==> src/rths_regs.vh <==
`ifndef RTHS_REGS_VH
`define RTHS_REGS_VH

// Register bus shape
`define RTHS_ADDR_W        8
`define RTHS_DATA_W        32
`define RTHS_STEP_W        23
`define RTHS_MS_W          16

// Register byte offsets
`define RTHS_OFS_CTRL      8'h00
`define RTHS_OFS_PUSH_TIME 8'h04
`define RTHS_OFS_BACK2     8'h08
`define RTHS_OFS_ONEWAY    8'h0c
`define RTHS_OFS_PUSH_1ST  8'h10
`define RTHS_OFS_PUSH_BACK 8'h14
`define RTHS_OFS_STATUS    8'h18
`define RTHS_OFS_IRQ_STAT  8'h1c
`define RTHS_OFS_IRQ_MASK  8'h20

// Control register fields
`define RTHS_CTRL_W        6
`define RTHS_CTRL_MODE     1:0
`define RTHS_CTRL_DIR      2
`define RTHS_CTRL_QUALIFIER_INPUT_A     3
`define RTHS_CTRL_TZ       5:4

// Reset values
`define RTHS_CTRL_RST      6'h05
`define RTHS_PUSH_TIME_RST 16'h00c8
`define RTHS_BACK2_RST     23'h0001f4
`define RTHS_ONEWAY_RST    23'h0001f4
`define RTHS_PUSH_1ST_RST  23'h000000
`define RTHS_PUSH_BACK_RST 23'h0001f4

// Homing modes
`define RTHS_MODE_TWO      2'h0
`define RTHS_MODE_THREE    2'h1
`define RTHS_MODE_ONEWAY   2'h2
`define RTHS_MODE_PUSH     2'h3

// Qualifier pulse selection
`define RTHS_TZ_NONE       2'h0
`define RTHS_TZ_PHASE      2'h1
`define RTHS_TZ_ZERO       2'h2

// Speed profile selection toward the profile generator
`define RTHS_SPD_START     2'h1
`define RTHS_SPD_RUN       2'h2
`define RTHS_SPD_LAST      2'h3

// Interrupt status bits
`define RTHS_IRQ_W         2
`define RTHS_IRQ_DONE      0
`define RTHS_IRQ_ALARM     1

// Synchronised input vector positions
`define RTHS_IN_W          8
`define RTHS_IN_HOME       0
`define RTHS_IN_FWD        1
`define RTHS_IN_REV        2
`define RTHS_IN_QUAL       3
`define RTHS_IN_PHASE      4
`define RTHS_IN_ZERO       5
`define RTHS_IN_TORQUE     6
`define RTHS_IN_REQ        7

// Timing
`define RTHS_CLK_NS        5
`define RTHS_MS_NS         1000000
`define RTHS_DIV_W         24

`endif

==> src/rths_top.v <==
`timescale 1ns/100ps
`include "rths_regs.vh"

// Overview of operation
// - Three-sensor: a limit hit reverses travel until that limit clears.
// - Three-sensor: a home rising edge at run speed stops and sets home.
// - Three-sensor with qualifier: finish on qualifier while home is on.
// - Other modes with qualifier: keep moving, finish on the qualifier.
// - Two-sensor: start in the set direction at the starting speed.
// - Two-sensor: a limit hit reverses and leaves it at the last speed.
// - Two-sensor: then the backward step count at starting speed sets home.
// - One-way: run speed in the set direction, decelerate as soon as home turns on.
// - One-way: leave home at last speed, then the step amount, set home.
// - One-way from outside home: losing home during the stop is an alarm.
// - Push: run to the stopper, reverse by the first backoff, and stop.
// - Push: approach again slowly, reverse by the push backoff, and stop.
// - Mode field 0 two-sensor, 1 three-sensor, 2 one-way, 3 push; reset 1.
// - Direction bit 0 negative, 1 positive; reset positive.
// - A push counts once torque limit holds for the set milliseconds.
// - Request only while ready; ready drops, move rises, done ends it.
module rths_top #(
    parameter MS_CYCLES = `RTHS_MS_NS / `RTHS_CLK_NS
) (
    input  wire                    I_CORE_CLK,
    input  wire                    I_RST_N,
    input  wire [`RTHS_ADDR_W-1:0] I_ADDR,
    input  wire [`RTHS_DATA_W-1:0] I_WDATA,
    input  wire                    I_WR,
    input  wire                    I_RD,
    output reg  [`RTHS_DATA_W-1:0] O_RDATA,
    input  wire                    I_HOMING_REQ,
    input  wire                    I_HOME_SENSOR,
    input  wire                    I_FWD_LIMIT,
    input  wire                    I_REV_LIMIT,
    input  wire                    I_QUAL_A,
    input  wire                    I_STEP_PHASE,
    input  wire                    I_ENC_ZERO,
    input  wire                    I_TORQUE_LIMIT,
    input  wire                    I_STEP,
    input  wire                    I_MOTOR_STOPPED,
    output reg                     O_RUN,
    output reg                     O_DIR,
    output reg  [1:0]              O_SPEED,
    output reg                     O_MOVE,
    output reg                     O_READY,
    output reg                     O_HOME_DONE,
    output reg                     O_ALARM,
    output reg                     O_IRQ
);

    localparam S_IDLE  = 3'h0;
    localparam S_SEEK  = 3'h1;
    localparam S_LEAVE = 3'h2;
    localparam S_STOP  = 3'h3;
    localparam S_STEPS = 3'h4;
    localparam S_QUAL  = 3'h5;
    localparam [`RTHS_DIV_W-1:0] MS_LAST = MS_CYCLES[`RTHS_DIV_W-1:0] - 1'b1;
    wire [`RTHS_IN_W-1:0]   in_lvl, in_rise;
    reg  [`RTHS_CTRL_W-1:0] ctrl_ff;
    reg  [`RTHS_MS_W-1:0]   push_ms_ff;
    reg  [`RTHS_STEP_W-1:0] back2_ff, oneway_ff, push1_ff, pushb_ff;
    reg  [`RTHS_IRQ_W-1:0]  irq_stat_ff, irq_mask_ff;
    reg  [2:0]              state_ff, nxt_state, after_ff, nxt_after;
    reg  [1:0]              mode_ff, nxt_mode, nxt_speed;
    reg  [`RTHS_STEP_W-1:0] steps_ff, nxt_steps;
    reg  [`RTHS_DIV_W-1:0]  ms_div_ff, nxt_ms_div;
    reg  [`RTHS_MS_W-1:0]   ms_cnt_ff, nxt_ms_cnt;
    reg                     pass_ff, nxt_pass, outside_ff, nxt_outside;
    reg                     nxt_run, nxt_dir, nxt_move, nxt_ready, nxt_done;
    reg                     nxt_alarm, qual_prev_ff;
    wire                    home_lvl, lim_any, push_hit;
    wire                    qual_on, qual_lvl, qual_rise;
    wire [`RTHS_IRQ_W-1:0]  irq_ev, irq_clr, nxt_irq_stat;

    // One synchroniser bank for the sensor, qualifier, torque and request inputs; I_STEP and I_MOTOR_STOPPED are used unsynchronised
    rths_sync #(
        .WIDTH (`RTHS_IN_W)
    ) u_sync (
        .i_clk   (I_CORE_CLK),
        .i_rst_n (I_RST_N),
        .i_async ({I_HOMING_REQ, I_TORQUE_LIMIT, I_ENC_ZERO, I_STEP_PHASE,
                   I_QUAL_A, I_REV_LIMIT, I_FWD_LIMIT, I_HOME_SENSOR}),
        .o_level (in_lvl),
        .o_rise  (in_rise)
    );

    assign home_lvl = in_lvl[`RTHS_IN_HOME];
    assign lim_any  = in_lvl[`RTHS_IN_FWD] | in_lvl[`RTHS_IN_REV];

    // Qualifier: all enabled sources must be on together
    assign qual_on  = ctrl_ff[`RTHS_CTRL_QUALIFIER_INPUT_A] |
                      (ctrl_ff[`RTHS_CTRL_TZ] != `RTHS_TZ_NONE);
    assign qual_lvl = qual_on &
        (~ctrl_ff[`RTHS_CTRL_QUALIFIER_INPUT_A] | in_lvl[`RTHS_IN_QUAL]) &
        ((ctrl_ff[`RTHS_CTRL_TZ] != `RTHS_TZ_PHASE) | in_lvl[`RTHS_IN_PHASE]) &
        ((ctrl_ff[`RTHS_CTRL_TZ] != `RTHS_TZ_ZERO) | in_lvl[`RTHS_IN_ZERO]);
    assign qual_rise = qual_lvl & ~qual_prev_ff;

    // Push judged after torque limit held the programmed time
    assign push_hit = in_lvl[`RTHS_IN_TORQUE] &&
                      (ms_cnt_ff >= push_ms_ff);

    // Sequencer next state
    always @* begin
        nxt_state   = state_ff;
        nxt_after   = after_ff;
        nxt_mode    = mode_ff;
        nxt_speed   = O_SPEED;
        nxt_steps   = steps_ff;
        nxt_pass    = pass_ff;
        nxt_outside = outside_ff;
        nxt_run     = O_RUN;
        nxt_dir     = O_DIR;
        nxt_move    = O_MOVE;
        nxt_ready   = O_READY;
        nxt_done    = O_HOME_DONE;
        nxt_alarm   = O_ALARM;
        nxt_ms_div  = {`RTHS_DIV_W{1'b0}};
        nxt_ms_cnt  = {`RTHS_MS_W{1'b0}};
        case (state_ff)
            S_IDLE: begin
                // Requests outside ready are ignored
                if (in_rise[`RTHS_IN_REQ] && O_READY) begin
                    nxt_mode    = ctrl_ff[`RTHS_CTRL_MODE];
                    nxt_dir     = ctrl_ff[`RTHS_CTRL_DIR];
                    nxt_ready   = 1'b0;
                    nxt_move    = 1'b1;
                    nxt_done    = 1'b0;
                    nxt_alarm   = 1'b0;
                    nxt_pass    = 1'b0;
                    nxt_outside = ~home_lvl;
                    nxt_run     = 1'b1;
                    nxt_speed   = (ctrl_ff[`RTHS_CTRL_MODE] ==
                                   `RTHS_MODE_TWO) ?
                                  `RTHS_SPD_START : `RTHS_SPD_RUN;
                    nxt_state   = S_SEEK;
                end
            end
            S_SEEK: begin
                case (mode_ff)
                    `RTHS_MODE_THREE: begin
                        if (lim_any) begin
                            nxt_dir   = ~O_DIR;
                            nxt_speed = `RTHS_SPD_LAST;
                            nxt_state = S_LEAVE;
                        end else if (in_rise[`RTHS_IN_HOME]) begin
                            if (qual_on) begin
                                nxt_speed = `RTHS_SPD_LAST;
                                nxt_state = S_QUAL;
                            end else begin
                                nxt_run   = 1'b0;
                                nxt_after = S_IDLE;
                                nxt_state = S_STOP;
                            end
                        end
                    end
                    `RTHS_MODE_TWO: begin
                        if (lim_any) begin
                            nxt_dir   = ~O_DIR;
                            nxt_speed = `RTHS_SPD_LAST;
                            nxt_state = S_LEAVE;
                        end
                    end
                    `RTHS_MODE_ONEWAY: begin
                        if (in_rise[`RTHS_IN_HOME]) begin
                            nxt_run   = 1'b0;
                            nxt_after = S_LEAVE;
                            nxt_state = S_STOP;
                        end
                    end
                    default: begin
                        // Torque timer: divider to ms, then ms count
                        if (in_lvl[`RTHS_IN_TORQUE]) begin
                            nxt_ms_cnt = ms_cnt_ff;
                            if (ms_div_ff == MS_LAST) begin
                                if (!push_hit)
                                    nxt_ms_cnt = ms_cnt_ff + 1'b1;
                            end else begin
                                nxt_ms_div = ms_div_ff + 1'b1;
                            end
                        end
                        if (push_hit) begin
                            nxt_dir   = ~O_DIR;
                            nxt_speed = `RTHS_SPD_START;
                            nxt_steps = pass_ff ? pushb_ff : push1_ff;
                            nxt_state = S_STEPS;
                        end
                    end
                endcase
            end
            S_LEAVE: begin
                if (mode_ff == `RTHS_MODE_ONEWAY ? !home_lvl : !lim_any) begin
                    if (mode_ff == `RTHS_MODE_THREE) begin
                        nxt_speed = `RTHS_SPD_RUN;
                        nxt_state = S_SEEK;
                    end else begin
                        nxt_speed = `RTHS_SPD_START;
                        nxt_steps = (mode_ff == `RTHS_MODE_TWO) ?
                                    back2_ff : oneway_ff;
                        nxt_state = S_STEPS;
                    end
                end
            end
            S_STOP: begin
                if (mode_ff == `RTHS_MODE_ONEWAY && after_ff == S_LEAVE &&
                    outside_ff && !home_lvl) begin
                    nxt_alarm = 1'b1;
                    nxt_move  = 1'b0;
                    nxt_ready = 1'b1;
                    nxt_state = S_IDLE;
                end else if (I_MOTOR_STOPPED) begin
                    case (after_ff)
                        S_LEAVE: begin
                            nxt_run   = 1'b1;
                            nxt_speed = `RTHS_SPD_LAST;
                            nxt_state = S_LEAVE;
                        end
                        S_SEEK: begin
                            nxt_run   = 1'b1;
                            nxt_dir   = ~O_DIR;
                            nxt_speed = `RTHS_SPD_START;
                            nxt_pass  = 1'b1;
                            nxt_state = S_SEEK;
                        end
                        default: begin
                            nxt_done  = 1'b1;
                            nxt_ready = 1'b1;
                            nxt_move  = 1'b0;
                            nxt_state = S_IDLE;
                        end
                    endcase
                end
            end
            S_STEPS: begin
                if (steps_ff == {`RTHS_STEP_W{1'b0}}) begin
                    if (mode_ff == `RTHS_MODE_PUSH && !pass_ff) begin
                        nxt_run   = 1'b0;
                        nxt_after = S_SEEK;
                        nxt_state = S_STOP;
                    end else if (qual_on) begin
                        nxt_speed = `RTHS_SPD_LAST;
                        nxt_state = S_QUAL;
                    end else begin
                        nxt_run   = 1'b0;
                        nxt_after = S_IDLE;
                        nxt_state = S_STOP;
                    end
                end else if (I_STEP) begin
                    nxt_steps = steps_ff - 1'b1;
                end
            end
            S_QUAL: begin
                // Three-sensor also needs home still on
                if (qual_rise && (mode_ff != `RTHS_MODE_THREE ||
                                  home_lvl)) begin
                    nxt_run   = 1'b0;
                    nxt_after = S_IDLE;
                    nxt_state = S_STOP;
                end
            end
            default: begin
                nxt_state = S_IDLE;
            end
        endcase
    end

    // Sequencer and motor command registers
    always @(posedge I_CORE_CLK or negedge I_RST_N) begin
        if (!I_RST_N) begin
            state_ff     <= S_IDLE;
            after_ff     <= S_IDLE;
            mode_ff      <= `RTHS_MODE_THREE;
            steps_ff     <= {`RTHS_STEP_W{1'b0}};
            ms_div_ff    <= {`RTHS_DIV_W{1'b0}};
            ms_cnt_ff    <= {`RTHS_MS_W{1'b0}};
            pass_ff      <= 1'b0;
            outside_ff   <= 1'b0;
            qual_prev_ff <= 1'b0;
            O_RUN        <= 1'b0;
            O_DIR        <= 1'b0;
            O_SPEED      <= `RTHS_SPD_START;
            O_MOVE       <= 1'b0;
            O_READY      <= 1'b1;
            O_HOME_DONE  <= 1'b0;
            O_ALARM      <= 1'b0;
        end else begin
            state_ff     <= nxt_state;
            after_ff     <= nxt_after;
            mode_ff      <= nxt_mode;
            steps_ff     <= nxt_steps;
            ms_div_ff    <= nxt_ms_div;
            ms_cnt_ff    <= nxt_ms_cnt;
            pass_ff      <= nxt_pass;
            outside_ff   <= nxt_outside;
            qual_prev_ff <= qual_lvl;
            O_RUN        <= nxt_run;
            O_DIR        <= nxt_dir;
            O_SPEED      <= nxt_speed;
            O_MOVE       <= nxt_move;
            O_READY      <= nxt_ready;
            O_HOME_DONE  <= nxt_done;
            O_ALARM      <= nxt_alarm;
        end
    end

    // Events; a new event wins over a clearing read
    assign irq_ev[`RTHS_IRQ_DONE]  = nxt_done & ~O_HOME_DONE;
    assign irq_ev[`RTHS_IRQ_ALARM] = nxt_alarm & ~O_ALARM;
    assign irq_clr = (I_RD && I_ADDR == `RTHS_OFS_IRQ_STAT) ?
                     {`RTHS_IRQ_W{1'b1}} : {`RTHS_IRQ_W{1'b0}};
    assign nxt_irq_stat = (irq_stat_ff & ~irq_clr) | irq_ev;

    // Register writes, status and interrupt line
    always @(posedge I_CORE_CLK or negedge I_RST_N) begin
        if (!I_RST_N) begin
            ctrl_ff     <= `RTHS_CTRL_RST;
            push_ms_ff  <= `RTHS_PUSH_TIME_RST;
            back2_ff    <= `RTHS_BACK2_RST;
            oneway_ff   <= `RTHS_ONEWAY_RST;
            push1_ff    <= `RTHS_PUSH_1ST_RST;
            pushb_ff    <= `RTHS_PUSH_BACK_RST;
            irq_stat_ff <= {`RTHS_IRQ_W{1'b0}};
            irq_mask_ff <= {`RTHS_IRQ_W{1'b0}};
            O_IRQ       <= 1'b0;
        end else begin
            irq_stat_ff <= nxt_irq_stat;
            O_IRQ       <= |(nxt_irq_stat & irq_mask_ff);
            if (I_WR) begin
                case (I_ADDR)
                    `RTHS_OFS_CTRL: ctrl_ff <= I_WDATA[`RTHS_CTRL_W-1:0];
                    `RTHS_OFS_PUSH_TIME: push_ms_ff <= I_WDATA[`RTHS_MS_W-1:0];
                    `RTHS_OFS_BACK2: back2_ff <= I_WDATA[`RTHS_STEP_W-1:0];
                    `RTHS_OFS_ONEWAY: oneway_ff <= I_WDATA[`RTHS_STEP_W-1:0];
                    `RTHS_OFS_PUSH_1ST: push1_ff <= I_WDATA[`RTHS_STEP_W-1:0];
                    `RTHS_OFS_PUSH_BACK: pushb_ff <= I_WDATA[`RTHS_STEP_W-1:0];
                    `RTHS_OFS_IRQ_MASK: irq_mask_ff <= I_WDATA[`RTHS_IRQ_W-1:0];
                    default: ;
                endcase
            end
        end
    end

    // Read data valid only in the cycle after the strobe
    always @(posedge I_CORE_CLK or negedge I_RST_N) begin
        if (!I_RST_N) begin
            O_RDATA <= {`RTHS_DATA_W{1'b0}};
        end else if (!I_RD) begin
            O_RDATA <= {`RTHS_DATA_W{1'b0}};
        end else begin
            case (I_ADDR)
                `RTHS_OFS_CTRL:      O_RDATA <= {26'h0, ctrl_ff};
                `RTHS_OFS_PUSH_TIME: O_RDATA <= {16'h0, push_ms_ff};
                `RTHS_OFS_BACK2:     O_RDATA <= {9'h0, back2_ff};
                `RTHS_OFS_ONEWAY:    O_RDATA <= {9'h0, oneway_ff};
                `RTHS_OFS_PUSH_1ST:  O_RDATA <= {9'h0, push1_ff};
                `RTHS_OFS_PUSH_BACK: O_RDATA <= {9'h0, pushb_ff};
                `RTHS_OFS_STATUS:
                    O_RDATA <= {20'h0, state_ff, mode_ff, pass_ff,
                                O_DIR, O_RUN, O_MOVE, O_READY,
                                O_HOME_DONE, O_ALARM};
                `RTHS_OFS_IRQ_STAT:  O_RDATA <= {30'h0, irq_stat_ff};
                `RTHS_OFS_IRQ_MASK:  O_RDATA <= {30'h0, irq_mask_ff};
                default:             O_RDATA <= {`RTHS_DATA_W{1'b0}};
            endcase
        end
    end

endmodule // rths_top

==> src/rths_sync.v <==
`timescale 1ns/100ps
`include "rths_regs.vh"

module rths_sync #(
    parameter WIDTH = 1
) (
    input  wire             i_clk,
    input  wire             i_rst_n,
    input  wire [WIDTH-1:0] i_async,
    output reg  [WIDTH-1:0] o_level,
    output reg  [WIDTH-1:0] o_rise
);

    reg  [WIDTH-1:0] meta_ff;
    reg  [WIDTH-1:0] sync_ff;
    reg  [WIDTH-1:0] hold_ff;
    wire [WIDTH-1:0] agree;

    // A change counts only once the second and third stages agree
    assign agree = ~(sync_ff ^ hold_ff);

    // Three stages; the first is read by the second only
    always @(posedge i_clk or negedge i_rst_n) begin
        if (!i_rst_n) begin
            meta_ff <= {WIDTH{1'b0}};
            sync_ff <= {WIDTH{1'b0}};
            hold_ff <= {WIDTH{1'b0}};
            o_level <= {WIDTH{1'b0}};
            o_rise  <= {WIDTH{1'b0}};
        end else begin
            meta_ff <= i_async;
            sync_ff <= meta_ff;
            hold_ff <= sync_ff;
            o_level <= (agree & hold_ff) | (~agree & o_level);
            o_rise  <= agree & hold_ff & ~o_level;
        end
    end

endmodule // rths_sync

==> config.mk <==
export PLATFORM = sky130hd
export DESIGN_NAME = rths_top
export DESIGN_NICKNAME = d
export VERILOG_FILES = /design/src/rths_top.v /design/src/rths_sync.v
export VERILOG_INCLUDE_DIRS = /design/src /design/src/src
export SDC_FILE = /design/constraint.sdc
export NUM_CORES = 1
export LEC_CHECK = 0
export BUFFER_PORTS_ARGS = -buffer_cell sky130_fd_sc_hd__buf_2
export CAP_MARGIN = 20
export CORE_AREA = 2 2 194 196
export CTS_CLUSTER_DIAMETER = 150
export DETAILED_ROUTE_END_ITERATION = 12
export DIE_AREA = 0 0 196 198
export PLACE_DENSITY = 0.48
export REMOVE_ABC_BUFFERS = 1
export SYNTH_ARGS = -nofsm -noshare
export SYNTH_HDL_FRONTEND = slang
export SYNTH_SLANG_ARGS = --single-unit
export TNS_END_PERCENT = 20
==> constraint.sdc <==
create_clock -name I_CORE_CLK -period 3.2 [get_ports I_CORE_CLK]
set_input_delay 0.16 -clock I_CORE_CLK [delete_from_list [all_inputs] [get_ports I_CORE_CLK]]
set_output_delay 0.16 -clock I_CORE_CLK [all_outputs]
set_load 0.05 [all_outputs]
Word-level counts from Yosys, hierarchy flattened
Cells that the tools add are included.
{"block": "word_totals", "regBits": 273, "output_inout_bits": 41, "wordCells": 267}
{"block": "op_classes", "addsub": 3, "magnitude_cmp": 1, "n_eq_ne": 52, "muxes": 106, "bitwise_logic": 29, "n_reduce_logical": 45}
{"operator": "$mux W23", "n": 9}
{"operator": "$pmux W23 S9", "n": 1}
{"operator": "$mux W24", "n": 4}
{"operator": "$mux W16", "n": 5}
{"operator": "$pmux W23 S3", "n": 1}
{"operator": "$mux W3", "n": 21}
{"operator": "$mux W1", "n": 34}
{"operator": "$eq A8 B5 Y1 const B", "n": 4}
{"operator": "$ne A2 B2 Y1 const B", "n": 16}
{"operator": "$mux W2", "n": 14}
{"operator": "$add A24 B1 Y24 const B", "n": 1}
{"operator": "$and A8 B8 Y8", "n": 3}
{"operator": "$eq A24 B18 Y1 const B", "n": 1}
{"operator": "$ne A3 B3 Y1 const B", "n": 8}
{"operator": "$not A8 Y8", "n": 3}
{"operator": "$logic_not A23 Y1", "n": 1}
{"operator": "$sub A23 B1 Y23 const B", "n": 1}
{"operator": "$pmux W3 S3", "n": 2}
{"operator": "$pmux W3 S6", "n": 1}
{"operator": "$reduce_and A2 Y1", "n": 9}
{"operator": "$add A16 B1 Y16 const B", "n": 1}
{"operator": "$eq A8 B4 Y1 const B", "n": 2}
{"operator": "$ge A16 B16 Y1", "n": 1}
{"operator": "$pmux W1 S2", "n": 7}
{"operator": "44 further kinds", "n": 86}

Depth between registers and ports, before layout
{"block": "depth", "ltp_word": 10, "ltp_mapped": 10, "mapped_depth_nobuf": 9}

By module
A second synthesis with hierarchy kept.
{"block": "unflattened", "cells_unflattened": 1217, "area_unflattened_um2": 13275.2}
{"mod": "rths_top", "n_inst": 1, "cells_each": 1153, "area_per_inst_um2": 12004.0, "seq_area_each_um2": 5637.9}
{"mod": "rths_sync", "n_inst": 1, "cells_each": 64, "area_per_inst_um2": 1271.2, "seq_area_each_um2": 1001.0}

Worst setup path before layout
Ideal clock, no wire load.
{"block": "synth_path", "path_kind": "register to register", "from": "register ms_cnt_ff[0]", "to": "register state_ff[0]", "setup_time_ns": 0.125, "arrival_ns": 2.435, "required_ns": 3.075, "slack_ns": 0.640, "path_stages_with_launch": 10, "path_buffers": 0, "period_less_slack_ns": 2.560, "path_cell_list": "dfrtp_1 -> inv_1 -> ha_1 -> nand2b_1 -> a2111oi_0 -> or4b_1 -> nand3_1 -> a2111oi_0 -> or3_4 -> mux2_4"}
{"block": "synth_between", "elab_chain_len": 4}
{"item": "from (decl)", "line_no": "rths_top.v:67", "source": "reg [`RTHS_MS_W-1:0] ms_cnt_ff, nxt_ms_cnt;"}
{"item": "from (signal assigned)", "line_no": "rths_top.v:275", "source": "ms_cnt_ff <= {`RTHS_MS_W{1'b0}};"}
{"item": "from (signal assigned)", "line_no": "rths_top.v:292", "source": "ms_cnt_ff <= nxt_ms_cnt;"}
{"item": "$ge A16 B16 Y1", "line_no": "rths_top.v:101", "source": "(ms_cnt_ff >= push_ms_ff);"}
{"item": "$logic_and A1 B1 Y1", "line_no": "rths_top.v:100", "source": "assign push_hit = in_lvl[`RTHS_IN_TORQUE] &&"}
{"item": "$ne A5 B5 Y1 (no line)"}
{"item": "$reduce_and A9 Y1 (no line)"}
{"item": "to (signal assigned)", "line_no": "rths_top.v:287", "source": "state_ff <= nxt_state;"}
{"item": "to (decl)", "line_no": "rths_top.v:63", "source": "reg [2:0] state_ff, nxt_state, after_ff, nxt_after;"}
No other way between the ends.
A chain may end at the register's enable or synchronous reset.

Final worst setup path
{"block": "layout_path", "from": "register push_ms_ff[12]", "to": "register steps_ff[20]"}
{"block": "layout_between", "elab_chain_len": 4}
{"item": "from (decl)", "line_no": "rths_top.v:60", "source": "reg [`RTHS_MS_W-1:0] push_ms_ff;"}
{"item": "from (signal assigned)", "line_no": "rths_top.v:317", "source": "push_ms_ff <= `RTHS_PUSH_TIME_RST;"}
{"item": "from (signal assigned)", "line_no": "rths_top.v:331", "source": "`RTHS_OFS_PUSH_TIME: push_ms_ff <= I_WDATA[`RTHS_MS_W-1:0];"}
{"item": "$ge A16 B16 Y1", "line_no": "rths_top.v:101"}
{"item": "$logic_and A1 B1 Y1", "line_no": "rths_top.v:100"}
{"item": "$ne A2 B2 Y1 (no line)"}
{"item": "$reduce_and A7 Y1 (no line)"}
{"item": "to (signal assigned)", "line_no": "rths_top.v:273", "source": "steps_ff <= {`RTHS_STEP_W{1'b0}};"}
{"item": "to (signal assigned)", "line_no": "rths_top.v:290", "source": "steps_ff <= nxt_steps;"}
{"item": "to (decl)", "line_no": "rths_top.v:65", "source": "reg [`RTHS_STEP_W-1:0] steps_ff, nxt_steps;"}
No other way between the ends.

==> summary.md <==
| Metric | Value |
|---|---|
| Outcome | finished, final reports clean |
| Clock Sinks | 258 |
| Rows | roughly 70 |
| Count of final hold-check violations | 0 |
| Part of the power in registers | 0.380 |
| Latest clock arrival within the worst-skew pair | 570 ps |
| Hold crit path type | in -> reg |
| Switching power share of the total | 0.331 |
| Largest net degree at the start of global routing | between 70 and 80 |
| Area contributors post-synth | dfrtp_1 46%, mux2_2 11%, dfstp_2 5.4% |
| Worst Path Required | 3650 ps |
| Post-layout worst setup margin | 162 ps |
| Post-synth EDFFs | 0 |
| Port Buf Inserts | 76 |
| Vias in the first global route | slightly below 10000 |
| Clk pwr share | 0.359 |
| Core Region | between 0.03 and 0.04 mm^2 |
| CTS tree | built |
| Fmax | roughly 330 MHz |
| Initial Utilization | 0.345 |
| Total grt overflow | 0 |
| Worst-case hold slack | approximately 44 ps |
| Count leader, synth | dfrtp_1 |
| Final Critical Period | 3040 ps |
| Fin crit share | 0.949 |
| Final Slew Violations | 0 |
| Residual DRC | 0 |
| Worst setup EP type | register |
| Logic pwr share | 0.262 |
| DP HPWL | about 24 mm |
| Slew HR | 0.373 |
| Per-cell routed wire length | 20.0 um |
| Antenna viol nets, final | 0 |
| Total GRT Usage | 0.190 |
| Max Cap Viol | 0 |
| Most frequent cells after synthesis | 232 x dfrtp_1, 121 x mux2_2, 101 x nor2_1, 83 x nand2_1, 62 x o21ai_0 |
| Clk slew on worst S/H paths | 60 ps |
| Width of the die | 196 um |
| Synth-to-Final Area Change | 19.7% |
| CP arrival | between 3000 and 4000 ps |
| Routed via count | approximately 9700 |
| Post-CTS setup buffers | 0 |
| H-tree depth | 1 |
| Grt met3 use | 0.0230 |
| Die extent in y | between 150 and 200 um |
| RSZ-0062 raised after global routing | yes |
| Critical Path Start Type | register |
| Gate Count Post-Synth | about 1200 |
| Ys async rst share | 1.00 |
| Global route hottest layer | met2 |
| Synth warn | 0 |
| Ys flop type | dfrtp_1 |
| Util after Layout | 0.413 |
| Nets | 1391 |
| Cell-internal power | 6770 uW |
| Worst slack, placed | 164 ps |
| Post-synthesis cell area | between 0.01 and 0.015 mm^2 |
| GP Congestion | 0.902 |
| Initial DRC Count | 678 |
| CTS Buffer Depth | 3 |
| Critical path class | reg -> reg |
| R2R Setup Slk | 160 ps |
| Die Footprint | between 0.03 and 0.04 mm^2 |
| Final setup violating endpoints | 0 |
| Psw | 3350 uW |
| First-pass detailed-route iteration total | 5 |
| CP max FO | 17 |
| Grt met2 use | 0.303 |
| TritonCTS buffer count | 30 |
| Area leader, netlist | dfrtp_1 |
| Worst Clk Skew | between 7 and 8 ps |
| Final setup TNS | 0 ps |
| Syn Area/Cell | roughly 11 um^2 |
| Met1 Usage GRT | 0.272 |
| Cell Area, Placed | ~0.014 mm^2 |
| Post-route cell area | roughly 0.015 mm^2 |
| Share of layout cells above drive strength 1 | 0.254 |
| Routed vias/inst | 5.37 |
| Root Driver | clkbuf_16 |
| Yosys reg bits | about 260 |
| LEAKAGE | 0.00679 uW |
| Yosys cell types | 71 |
| Area fraction of the dominant cell type after synthesis | 0.455 |
| Worst VDD drop | 422 uV |
| Routed wire length | between 30 and 40 mm |
| IO Count | 95 |
| Worst Max-Slew Pin Slew | between 900 and 1000 ps |
| Pwr dens | 663 mW/mm^2 |
| First-pass GRT wire length | approximately 57 mm |
| Seq/Total Area, Yosys | 0.509 |
| Initial antenna violation count | 1 |
[logic make-up after synthesis]
group                    count (synthesis)  share of synthesized area
AO/OA/AOI/OAI                          243                      0.126
other                                    1                   0.000294
adder cells (fa/ha/maj)                 32                     0.0302
AND/OR/NAND/NOR                        330                      0.125
XOR/XNOR                                34                     0.0233
buffers and inverters                  104                     0.0337
multiplexers                           178                      0.152
flip-flops                             258                      0.509
[critical path, cell delays in order (launching register included)]
cell	delay, ps
dfrtp_1	370
inv_1	70
ha_1	270
nand4_1	150
nor3_1	370
or4b_1	500
nand3_1	280
o221a_2	500
o21ai_0	150
a22o_1	250
[area by class of cell]
cell class,instances,area [um^2]
fill,3567,21700
sequential,258,6490
multi-input combinational,826,5870
timing repair buffer,154,1100
clock buffer,42,887
tap,474,593
clock inverter,14,173
inverter,41,154
antenna,1,2.50
[routing by layer]
layer	vias up	part of all wire
li1	4550	-
met5	-	0
met1	4885	0.49
met2	227	0.45
met4	0	0.022
met3	52	0.042
[power by group through the flow]
stage | logic [uW] | registers, uW | clock network (uW)
4_1_cts | 2630 | 3840 | 3750
2_1_floorplan | 1520 | 3920 | 0
3_5_place_dp | 2590 | 3890 | 0
5_1_grt | 2910 | 3880 | 3880
6_report | 2650 | 3840 | 3630
3_3_place_gp | 2580 | 3890 | 0
[registers in the layout, summed over array words and instances, names as in the netlist, 6 cells and up, named ones only]
register	count
ms_div_ff	24
push1_ff	23
ms_cnt_ff	16
oneway_ff	23
u_sync.hold_ff	8
push_ms_ff	16
back2_ff	23
steps_ff	23
u_sync.meta_ff	8
u_sync.sync_ff	8
O_RDATA	23
pushb_ff	23
ctrl_ff	6
[per-stage QoR]
step	power [uW]	std cells
after floorplan	5440	1125
after global placement	6470	1719
after detailed placement	6480	1719
after CTS	10200	1809
after global routing	10700	1809
final	10100	1810
[timing repair]
action | in CTS | in global routing
hold buffers | 34 | 0
endpoints found under the hold margin | 358 | 0
setup endpoints to repair | 0 | 2
gates resized for setup | 0 | 1
[final timing paths]
path | from | end | cells past startpoint
max in group asynchronous | I_RST_N | O_READY$_DFFE_PN1P_ | 3
worst min register to register | u_sync.meta_ff[5]$_DFF_PN0_ | u_sync.sync_ff[5]$_DFF_PN0_ | 0
worst max register to register | push_ms_ff[12]$_DFFE_PN0P_ | steps_ff[20]$_DFFE_PN0P_ | 9
worst min-delay path | I_MOTOR_STOPPED | O_HOME_DONE$_DFF_PN0_ | 3
worst max-delay path | push_ms_ff[12]$_DFFE_PN0P_ | steps_ff[20]$_DFFE_PN0P_ | 9
min in group asynchronous | I_RST_N | ms_div_ff[22]$_DFF_PN0_ | 2
[layout by cell type, fill, tap and decap left out, drive strengths merged, types with 10 or more instances in the layout]
cell | netlist | layout
ha | 26 | 26
inv | 40 | 40
nand3 | 23 | 23
nand2 | 83 | 83
nor3 | 42 | 42
clkbuf | 36 | 42
buf | 27 | 120
nor2 | 101 | 101
a21oi | 50 | 50
o22ai | 20 | 20
dfrtp | 232 | 232
a22oi | 15 | 15
nand4 | 10 | 10
dlygate4sd3 | 0 | 34
a222oi | 15 | 15
a31oi | 14 | 14
xnor2 | 26 | 26
and3 | 14 | 14
mux2i | 56 | 56
mux2 | 122 | 122
clkinv | 1 | 10
o21ai | 62 | 62
dfstp | 26 | 26
(Power assumes the default switching activity.)
